==> src/hw/rcs_pkg.sv <==
package rcs_pkg;

    // Resolved state of a four-level strap
    typedef enum logic [1:0] {
        LVL_LOW   = 2'b00,
        LVL_R20K  = 2'b01,
        LVL_FLOAT = 2'b10,
        LVL_HIGH  = 2'b11
    } rcs_lvl_t;

    typedef enum logic [1:0] {
        CFG_PIN    = 2'b00,
        CFG_SLAVE  = 2'b01,
        CFG_MASTER = 2'b10
    } rcs_cfg_t;

    typedef enum logic [1:0] {
        OPM_SAS   = 2'b00,
        OPM_ESATA = 2'b01,
        OPM_SLOW  = 2'b10,
        OPM_CONT  = 2'b11
    } rcs_opm_t;

    typedef enum logic [1:0] {
        LD_IDLE = 2'b00,
        LD_BUSY = 2'b01,
        LD_DONE = 2'b10,
        LD_FAIL = 2'b11
    } rcs_ld_t;

    // Pad codes of the control pins
    typedef struct packed {
        rcs_lvl_t mgmt_bus_enable_strap;
        rcs_lvl_t output_swing_select;
        rcs_lvl_t op_mode_strap;
        rcs_lvl_t signal_detect_threshold;
        rcs_lvl_t chan_a_eq_level_bit0;
        rcs_lvl_t chan_a_eq_level_bit1;
        rcs_lvl_t chan_b_eq_level_bit0;
        rcs_lvl_t chan_b_eq_level_bit1;
        rcs_lvl_t chan_a_deemph_level;
        rcs_lvl_t chan_b_deemph_level;
        logic     eeprom_read_request_n;
        logic     transmit_disable;
        logic     input_a_present;
        logic     input_b_present;
    } rcs_pins_t;

    typedef struct packed {
        logic       swing_1v3;
        logic [1:0] los_src;
        logic       dem_indep;
        logic [3:0] dem_b;
        logic [3:0] dem_a;
        logic [3:0] eq_b;
        logic [3:0] eq_a;
    } rcs_ctrl_t;

    typedef struct packed {
        logic [7:0] slave_addr;
        logic       loss;
        logic       low_power;
        rcs_ld_t    ld;
        rcs_opm_t   opm;
        rcs_cfg_t   cfg;
    } rcs_stat_t;

    // Settings handed to the analog lanes
    typedef struct packed {
        logic [3:0]  eq_a;
        logic [3:0]  eq_b;
        logic [3:0]  dem_a;
        logic [3:0]  dem_b;
        logic [10:0] swing_a_mv;
        logic [10:0] swing_b_mv;
        logic [7:0]  thr_assert_mv;
        logic [7:0]  thr_deassert_mv;
        rcs_opm_t    opm;
        logic        low_power;
        logic        output_a_en;
        logic        output_b_en;
    } rcs_ana_t;

    localparam int unsigned IDLE_CNT_W = 16;

    typedef struct packed {
        rcs_pins_t               s1;
        rcs_pins_t               s2;
        rcs_pins_t               s3;
        rcs_pins_t               flt;
        logic                    rd_prev;
        rcs_ctrl_t               ctrl;
        logic [31:0]             prdata;
        rcs_ld_t                 ld;
        logic                    fetch_start;
        logic [IDLE_CNT_W-1:0]   idle_cnt;
        rcs_cfg_t                cfg;
        logic [7:0]              addr;
        logic                    loss;
        logic                    scl_en;
        logic                    sda_en;
        rcs_ana_t                ana;
    } rcs_state_t;

    localparam int unsigned PINS_W = $bits(rcs_pins_t);
    localparam int unsigned CTRL_W = $bits(rcs_ctrl_t);
    localparam int unsigned STAT_W = $bits(rcs_stat_t);

    // Register map
    localparam logic [11:0] REG_CTRL = 12'h000;
    localparam logic [11:0] REG_STAT = 12'h004;
    localparam rcs_ctrl_t   CTRL_RST = '0;

    localparam logic [1:0] LOS_SRC_A   = 2'h0;
    localparam logic [1:0] LOS_SRC_B   = 2'h1;
    localparam logic [1:0] LOS_SRC_ANY = 2'h2;

    localparam logic [7:0] ADDR_BASE  = 8'hb0;
    localparam logic [7:0] ADDR_FIXED = 8'hb0;

    localparam logic [10:0] SWING_LOW_MV    = 11'h2bc;
    localparam logic [10:0] SWING_FLOAT_MV  = 11'h3e8;
    localparam logic [10:0] SWING_R20K_MV   = 11'h4b0;
    localparam logic [10:0] SWING_HI_MV     = 11'h44c;
    localparam logic [10:0] SWING_HI_ALT_MV = 11'h514;

    localparam logic [7:0] THR_R20K_AS  = 8'ha0;
    localparam logic [7:0] THR_R20K_DE  = 8'h64;
    localparam logic [7:0] THR_FLOAT_AS = 8'hb4;
    localparam logic [7:0] THR_FLOAT_DE = 8'h6e;
    localparam logic [7:0] THR_HIGH_AS  = 8'hbe;
    localparam logic [7:0] THR_HIGH_DE  = 8'h82;
    localparam logic [7:0] THR_LOW_AS   = 8'hd2;
    localparam logic [7:0] THR_LOW_DE   = 8'h96;

    // Inactivity time before auto low power
    localparam int unsigned CLK_MHZ       = 10;
    localparam int unsigned INACT_TIME_US = 100;
    localparam int unsigned INACT_CYC_DEF = INACT_TIME_US * CLK_MHZ;

endpackage : rcs_pkg

==> src/hw/rcs_strap_decode.sv <==
// Design decisions made here: the APB interface to the registers and the register offsets.
`timescale 1ns/10ps
module rcs_strap_decode
    import rcs_pkg::*;
#(
    parameter int unsigned INACT_CYCLES = INACT_CYC_DEF
)(
    // Clock and reset
    input  wire logic        pclk,
    input  wire logic        presetn,
    // APB slave
    input  wire logic        psel,
    input  wire logic        penable,
    input  wire logic        pwrite,
    input  wire logic [11:0] paddr,
    input  wire logic [31:0] pwdata,
    output logic      [31:0] prdata,
    output logic             pready,
    output logic             pslverr,
    // Control pins as resolved pad codes
    input  wire rcs_pins_t   pad_in,
    // Shared pins driven as bus clock and data
    output logic             scl_pull,
    output logic             scl_pull_en,
    output logic             sda_pull,
    output logic             sda_pull_en,
    // Bus engine side
    output logic             smb_scl_level,
    output logic             smb_sda_level,
    output logic      [7:0]  smb_slave_addr,
    output rcs_cfg_t         smb_mode,
    input  wire logic        smb_scl_drive_low,
    input  wire logic        smb_sda_drive_low,
    // EEPROM load
    output logic             eeprom_fetch_start,
    input  wire logic        eeprom_fetch_done,
    input  wire logic        eeprom_fetch_error,
    output logic             eeprom_load_status,
    // Status and lane settings
    output logic             loss_of_signal_out,
    output logic             loss_of_signal_out_en,
    output rcs_ana_t         ana
);

    rcs_state_t      st_ff;
    rcs_state_t      nxt_st;
    rcs_pins_t       p;
    logic [PINS_W-1:0] diff;
    rcs_cfg_t        cfg;
    logic            smb;
    logic [3:0]      slave_addr_straps;
    logic            acc;
    logic            hit_ctrl;
    logic            hit_stat;
    logic            rd_fall;
    logic            idle;
    logic [15:0]     thr;
    rcs_stat_t       stat;

    ////////////////////////////////////////////////////////////////////////
    // Decode tables

    function automatic logic [10:0] swing_of(rcs_lvl_t lvl, logic alt);
        logic [10:0] mv;
        case (lvl)
            LVL_HIGH:  mv = alt ? SWING_HI_ALT_MV : SWING_HI_MV;
            LVL_FLOAT: mv = SWING_FLOAT_MV;
            LVL_R20K:  mv = SWING_R20K_MV;
            default:   mv = SWING_LOW_MV;
        endcase
        return mv;
    endfunction : swing_of

    function automatic logic [15:0] thr_of(rcs_lvl_t lvl);
        logic [15:0] t;
        case (lvl)
            LVL_R20K:  t = {THR_R20K_AS, THR_R20K_DE};
            LVL_HIGH:  t = {THR_HIGH_AS, THR_HIGH_DE};
            LVL_LOW:   t = {THR_LOW_AS, THR_LOW_DE};
            default:   t = {THR_FLOAT_AS, THR_FLOAT_DE};
        endcase
        return t;
    endfunction : thr_of

    ////////////////////////////////////////////////////////////////////////
    // APB decode, zero wait states

    assign acc      = psel & penable;
    assign hit_ctrl = (paddr == REG_CTRL);
    assign hit_stat = (paddr == REG_STAT);
    assign prdata   = st_ff.prdata;
    assign pready   = 1'b1;
    assign pslverr  = acc & ~(hit_ctrl | hit_stat);

    ////////////////////////////////////////////////////////////////////////
    // Next state

    always_comb
    begin
        nxt_st = st_ff;
        p      = st_ff.flt;
        nxt_st.s1  = pad_in;
        nxt_st.s2  = st_ff.s1;
        nxt_st.s3  = st_ff.s2;
        diff       = st_ff.s2 ^ st_ff.s3;
        nxt_st.flt = rcs_pins_t'((st_ff.s2 & ~diff) | (st_ff.flt & diff));

        case (p.mgmt_bus_enable_strap)
            LVL_HIGH:  cfg = CFG_SLAVE;
            LVL_FLOAT: cfg = CFG_MASTER;
            default:   cfg = CFG_PIN;
        endcase
        smb        = (cfg != CFG_PIN);
        nxt_st.cfg = cfg;

        // address straps share the eq pins
        slave_addr_straps = {p.chan_b_eq_level_bit1 == LVL_HIGH,
                             p.chan_b_eq_level_bit0 == LVL_HIGH,
                             p.chan_a_eq_level_bit1 == LVL_HIGH,
                             p.chan_a_eq_level_bit0 == LVL_HIGH};
        if (p.output_swing_select == LVL_HIGH)
            nxt_st.addr = ADDR_FIXED;
        else
            nxt_st.addr = ADDR_BASE + {3'h0, slave_addr_straps, 1'b0};

        // Register access
        if (acc && pwrite && hit_ctrl)
            nxt_st.ctrl = rcs_ctrl_t'(pwdata[CTRL_W-1:0]);
        stat = '{slave_addr: st_ff.addr, loss: st_ff.loss,
                 low_power: st_ff.ana.low_power, ld: st_ff.ld,
                 opm: st_ff.ana.opm, cfg: st_ff.cfg};
        if (psel && !penable && !pwrite)
        begin
            if (hit_ctrl)
                nxt_st.prdata = {{(32-CTRL_W){1'b0}}, st_ff.ctrl};
            else if (hit_stat)
                nxt_st.prdata = {{(32-STAT_W){1'b0}}, stat};
            else
                nxt_st.prdata = '0;
        end

        // start on falling edge of the read request
        nxt_st.rd_prev     = p.eeprom_read_request_n;
        rd_fall            = st_ff.rd_prev & ~p.eeprom_read_request_n;
        nxt_st.fetch_start = 1'b0;
        case (st_ff.ld)
            LD_IDLE, LD_DONE, LD_FAIL:
            begin
                if (rd_fall && cfg == CFG_MASTER)
                begin
                    nxt_st.ld          = LD_BUSY;
                    nxt_st.fetch_start = 1'b1;
                end
            end
            LD_BUSY:
            begin
                if (eeprom_fetch_error)
                    nxt_st.ld = LD_FAIL;
                else if (eeprom_fetch_done)
                    nxt_st.ld = LD_DONE;
            end
            default: nxt_st.ld = LD_IDLE;
        endcase

        if (smb)
        begin
            nxt_st.ana.eq_a = st_ff.ctrl.eq_a;
            nxt_st.ana.eq_b = st_ff.ctrl.eq_b;
        end
        else
        begin
            nxt_st.ana.eq_a = {p.chan_a_eq_level_bit1, p.chan_a_eq_level_bit0};
            nxt_st.ana.eq_b = {p.chan_b_eq_level_bit1, p.chan_b_eq_level_bit0};
        end

        // one shared level unless registers split it
        if (smb)
        begin
            nxt_st.ana.dem_a = st_ff.ctrl.dem_a;
            nxt_st.ana.dem_b = st_ff.ctrl.dem_indep ? st_ff.ctrl.dem_b
                                                    : st_ff.ctrl.dem_a;
        end
        else
        begin
            nxt_st.ana.dem_a = {p.chan_b_deemph_level, p.chan_a_deemph_level};
            nxt_st.ana.dem_b = {p.chan_b_deemph_level, p.chan_a_deemph_level};
        end

        // open-drain pulls only in bus mode
        nxt_st.scl_en = smb & smb_scl_drive_low;
        nxt_st.sda_en = smb & smb_sda_drive_low;

        nxt_st.ana.swing_b_mv = swing_of(p.output_swing_select,
                                         smb & st_ff.ctrl.swing_1v3);
        // output A capped in pin mode
        if (smb)
            nxt_st.ana.swing_a_mv = nxt_st.ana.swing_b_mv;
        else
            nxt_st.ana.swing_a_mv = SWING_LOW_MV;

        nxt_st.ana.output_a_en = 1'b1;
        nxt_st.ana.output_b_en = ~p.transmit_disable;

        case (p.op_mode_strap)
            LVL_HIGH:  nxt_st.ana.opm = OPM_CONT;
            LVL_FLOAT: nxt_st.ana.opm = OPM_SLOW;
            LVL_R20K:  nxt_st.ana.opm = OPM_ESATA;
            default:   nxt_st.ana.opm = OPM_SAS;
        endcase

        // idle timer; signal detect keeps running meanwhile
        idle = ~p.input_a_present & ~p.input_b_present;
        if (!idle || st_ff.ana.opm != OPM_ESATA)
        begin
            nxt_st.idle_cnt      = '0;
            nxt_st.ana.low_power = 1'b0;
        end
        else if (st_ff.idle_cnt == IDLE_CNT_W'(INACT_CYCLES - 1))
            nxt_st.ana.low_power = 1'b1;
        else
            nxt_st.idle_cnt = st_ff.idle_cnt + 1'b1;

        // loss source, input A unless registers choose
        case (smb ? st_ff.ctrl.los_src : LOS_SRC_A)
            LOS_SRC_B:   nxt_st.loss = ~p.input_b_present;
            LOS_SRC_ANY: nxt_st.loss = idle | ~p.input_a_present
                                            | ~p.input_b_present;
            default:     nxt_st.loss = ~p.input_a_present;
        endcase

        thr = thr_of(p.signal_detect_threshold);
        nxt_st.ana.thr_assert_mv   = thr[15:8];
        nxt_st.ana.thr_deassert_mv = thr[7:0];
    end

    ////////////////////////////////////////////////////////////////////////
    // State register

    always_ff @(posedge pclk or negedge presetn)
    begin
        if (!presetn)
        begin
            st_ff      <= '0;
            st_ff.ctrl <= CTRL_RST;
        end
        else
            st_ff <= nxt_st;
    end

    ////////////////////////////////////////////////////////////////////////
    // Outputs

    assign scl_pull              = 1'b0;
    assign sda_pull              = 1'b0;
    assign scl_pull_en           = st_ff.scl_en;
    assign sda_pull_en           = st_ff.sda_en;
    assign smb_scl_level         = st_ff.flt.chan_b_deemph_level[1];
    assign smb_sda_level         = st_ff.flt.chan_a_deemph_level[1];
    assign smb_slave_addr        = st_ff.addr;
    assign smb_mode              = st_ff.cfg;
    assign eeprom_fetch_start    = st_ff.fetch_start;
    // high unless a load completed cleanly
    assign eeprom_load_status    = (st_ff.ld != LD_DONE);
    assign loss_of_signal_out    = 1'b0;
    assign loss_of_signal_out_en = ~st_ff.loss;
    assign ana                   = st_ff.ana;
endmodule : rcs_strap_decode

==> config.mk <==
export PLATFORM = sky130hd
export DESIGN_NAME = rcs_strap_decode
export DESIGN_NICKNAME = d
export VERILOG_FILES = /design/src/hw/rcs_pkg.sv /design/src/hw/rcs_strap_decode.sv
export SDC_FILE = /design/constraint.sdc
export NUM_CORES = 1
export LEC_CHECK = 0
export ABC_AREA = 1
export BUFFER_PORTS_ARGS = -buffer_cell sky130_fd_sc_hd__buf_4
export CAP_MARGIN = 20
export CORE_ASPECT_RATIO = 0.75
export CORE_MARGIN = 2
export CORE_UTILIZATION = 30
export CTS_CLUSTER_SIZE = 40
export DETAILED_ROUTE_END_ITERATION = 16
export SYNTH_ARGS = -nofsm -noshare
export SYNTH_HDL_FRONTEND = slang
export SYNTH_SLANG_ARGS = --single-unit
==> constraint.sdc <==
create_clock -name pclk -period 3.3 [get_ports pclk]
set_input_delay 0.165 -clock pclk [delete_from_list [all_inputs] [get_ports pclk]]
set_output_delay 0.165 -clock pclk [all_outputs]
set_load 0.03 [all_outputs]
### Yosys cells after proc, flatten, opt, wreduce, memory -nomap -nowiden

Cells that the tools add are included.

* logic and storage cells: 174
* bits in registers: 240

* $add $sub $neg: 2
* reductions and logical operators: 16
* bitwise gates (word level): 21
* eq/ne operators: 27
* muxes and demuxes: 23

Operators by type and width (number)
* $and 24x24->24: 2
* $mux 16: 3
* $pmux 15 s3: 1
* $pmux 11 s3: 1
* $eq 2x2->1 const B: 15
* $mux 8: 3
* $not 24->24: 1
* $or 24x24->24: 1
* $xor 24x24->24: 1
* $mux 20: 1
* $add 16x1->16 const B: 1
* $eq 16x10->1 const B: 1
* $eq 12x3->1 const B: 1
* $logic_not 12->1: 1
* $mux 11: 1
* $eq 2x1->1 const B: 5
* $mux 9: 1
* $add 8x5->8 const A: 1
* $pmux 2 s2: 2
* $and 1x1->1: 7
* $mux 2: 3
* $ne 2x2->1 const B: 3
* $not 1->1: 6
* $pmux 2 s3: 1
* other kinds (14): 26

### Longest topological paths before layout

* depth after elaboration: 7
* mapped depth: 9
* depth with buffers taken out: 9

### Least setup slack after synthesis

No wires, ideal clock.

* kind: register to register
* start point: reg (tool-made name)
* end point: reg st_ff[61] (netlist name)
* slack: 1.862 ns
* cell stages (with the launch flop): 8
* required time: 3.172 ns
* clock period less this slack: 1.438 ns
* arrival: 1.310 ns
* setup time: 0.128 ns
* cells stage by stage: dfrtp_1 > buf_4 > clkbuf_1 > nand2_1 > inv_1 > ha_1 > o21ai_0 > o31ai_1

RTL lines
* end signal: assignment: line rcs_strap_decode.sv:247 `st_ff <= nxt_st;`
* end: declaration: line rcs_strap_decode.sv:45 `rcs_state_t st_ff;`

==> out/qor.yml <==
floorplan:
  die_w_um: 199
  fp.coreArea_um2: 28100
  io_pins: 190
  die_h_um: 150
  start_util_pct: 30.6
  rows: 53
  dieArea_um2: 30000
logic_synthesis:
  yosysSeqAreaShare_pct: 61.8
  yosysTopAreaCellShare_pct: 61.8
  synth_cell_types: 36
  synth.avg_cell_area_um2: 10.8
  yosysTopAreaCell: "dfrtp_1"
  synthTopCellsByArea: "dfrtp_1 (62%), buf_4 (9.4%), nand2_1 (6.7%)"
  syn_area_um2: 8580
  ys_ff_latch: 212
  synth_warnings: 0
  synthCells: 797
placed_design:
  place_hpwl_um: 13200
  place_congestion: 0.774
  dp_cells: 1238
  place_area_um2: 9460
  port_buffers: 154
  dp_slack_ns: 1.52
setup_path:
  cp_slowest_cell: "dfrtp_1"
  critPathTopFamily: "flip-flops"
  worstSetupEndpointType: "flip-flop"
  cp-start-kind: "flip-flop"
  cp_cell_sequence: "nand2_1 -> ha_1 -> o21ai_0 -> o31ai_1"
  slowest_delay_ns: 0.79
  cp_max_fo: 15
  crit_arrival_ns: 2.13
  crit_required_ns: 3.69
  worstSetupPathType: "reg -> reg"
  cp_num_buf_inv: 0
sta:
  min_period_ns: 1.73
  fin_crit_sh_pct: 52.5
  slew_viol_final: 0
  tightest_slew_ns: 0.702
  fin_skew_ns: 0.0180
  final_hold_viol_count: 0
  fmax_mhz: 577
  holdWs_ns: 0.151
  finalSetupViolations: 0
  rsz0062_at_grt: "no"
  finalSetupTns_ns: 0
  worst_slack_ns: 1.57
  slew_headroom_pct: 53.2
layout:
  drive_above_1_share_pct: 25.2
  final_cells: 1328
  final_common_cell: "dfrtp_1"
  synthToLayoutAreaGrowth_pct: 25.5
  fillers: 2778
  nNetsFinal: 1018
  layout.area.seq_um2: 5310
  fin_area_um2: 10800
  layout_common_cells: "dfrtp_1 (212), buf_4 (158), nand2_1 (154), inv_1 (76), dlygate4sd3_1 (50)"
  num_antenna_cells: 0
  multi_input_area_um2: 2140
  fin_util_pct: 38.4
clocking:
  clk_latency_ns: 0.51
  numCtsBuffers: 22
  clk_pin_slew_ns: 0.06
  cts_resized: 0
  cts_max_level: 1
  clockBufferDepth: 3
  cts.sinks: 212
  clockRootBuffer: "clkbuf_16"
  cts_tree: "done"
power:
  vdd_drop_max_mv: 0.328
  p_leak_nw: 5.34
  power_mw: 6.36
  powerDensity_nw_per_um2: 590
run_status:
  status: "complete, no violations"
grt:
  antenna_found_initial: 0
  grt_max_degree: 87
  grt_pass1_wl_um: 29400
  grt.total_usage_pct: 12.9
  grt_overflow: 0
  grt_pass1_vias: 5242
routing:
  finalWirelength_um: 18900
  avgViaCountPerCell: 4.02
  dr.pass1.iters: 4
  route.vias.total: 5335
  final_antenna_net_count: 0
  first_iter_violations: 322
  wl_per_cell_um: 14.2
  route.detailed.drc: 0
job:
  cap_violations: 0
hold_path:
  worstHoldPathType: "in -> reg"
==> report_power, final <==
group | switching, mW | leakage (nW) | total, mW | internal, mW
clock network | 1.01 | 0.405 | 2.73 | 1.72
logic | 0.469 | 2.31 | 0.760 | 0.290
registers | 0.109 | 2.63 | 2.87 | 2.76
total | 1.59 | 5.34 | 6.36 | 4.77
==> synth_stat cells (all sizes together) <==
library cell	n
dfrtp	212
nand2	157
buf	118
inv	78
nand3	51
nor2	50
o21ai	43
maj3	24
ha	14
a21oi	11
clkbuf	9
nand4	7
nor3	7
o22ai	3
and2	2
conb	2
or2	2
xor2	2
nand3b	1
nor3b	1
o21bai	1
o31ai	1
xnor2	1
==> kinds of logic (layout without fill, tap and decap cells) <==
logic type | count (synthesis) | in the layout | share of synthesized area [%]
AOI/OAI and AO/OA | 59 | 59 | 4.42
DFF | 212 | 212 | 61.8
xor gates and xnor gates | 3 | 3 | 0.306
other | 2 | 24 | 0.0875
adders and majority gates | 38 | 38 | 4.84
and+or+nand+nor | 278 | 278 | 14.3
buffers and inverters | 205 | 329 | 14.3
==> worst min-delay path, delay by kind of cell <==
| family | cells | cell delay, ns |
|---|---|---|
| simple gates | 3 | 0.16 |
| buf+inv | 2 | 0.29 |
==> final timing paths <==
path	from	endpoint	slack, ns	depth (start not counted)
setup / recovery	flip-flop	st_ff[61]	1.57	4
hold / removal	pwrite	prdata[6]	0.15	5
setup reg to reg	flip-flop	st_ff[61]	1.57	4
hold reg to reg	nxt_st[198]	nxt_st[174]	0.35	0
max in group asynchronous	presetn	asynchronous set/reset pin	2.23	3
min in group asynchronous	presetn	asynchronous set/reset pin	0.25	2
==> per-layer routing <==
metal | vias up | global-route usage [%] | part of all wire, %
met5 | - | 0 | 0
met4 | 0 | 3.26 | 1.9
met3 | 24 | 3.09 | 6.6
met2 | 137 | 19.1 | 44
met1 | 2546 | 18.8 | 48
li1 | 2628 | - | -
==> what timing repair did <==
item,4_1_cts,5_1_grt
endpoints found under the hold margin,132,0
hold buffers,50,0
setup buffers,0,0
==> cell type report <==
type                    count  share of cell area (%)
well taps                 385                    4.47
repair buffers            211                    16.2
flip-flops and latches    212                    49.2
inverters                  78                    2.72
clock buffers              31                    6.18
clock inverters             9                    1.35
multi-input cells         402                    19.9
(Power assumes the default switching activity.)
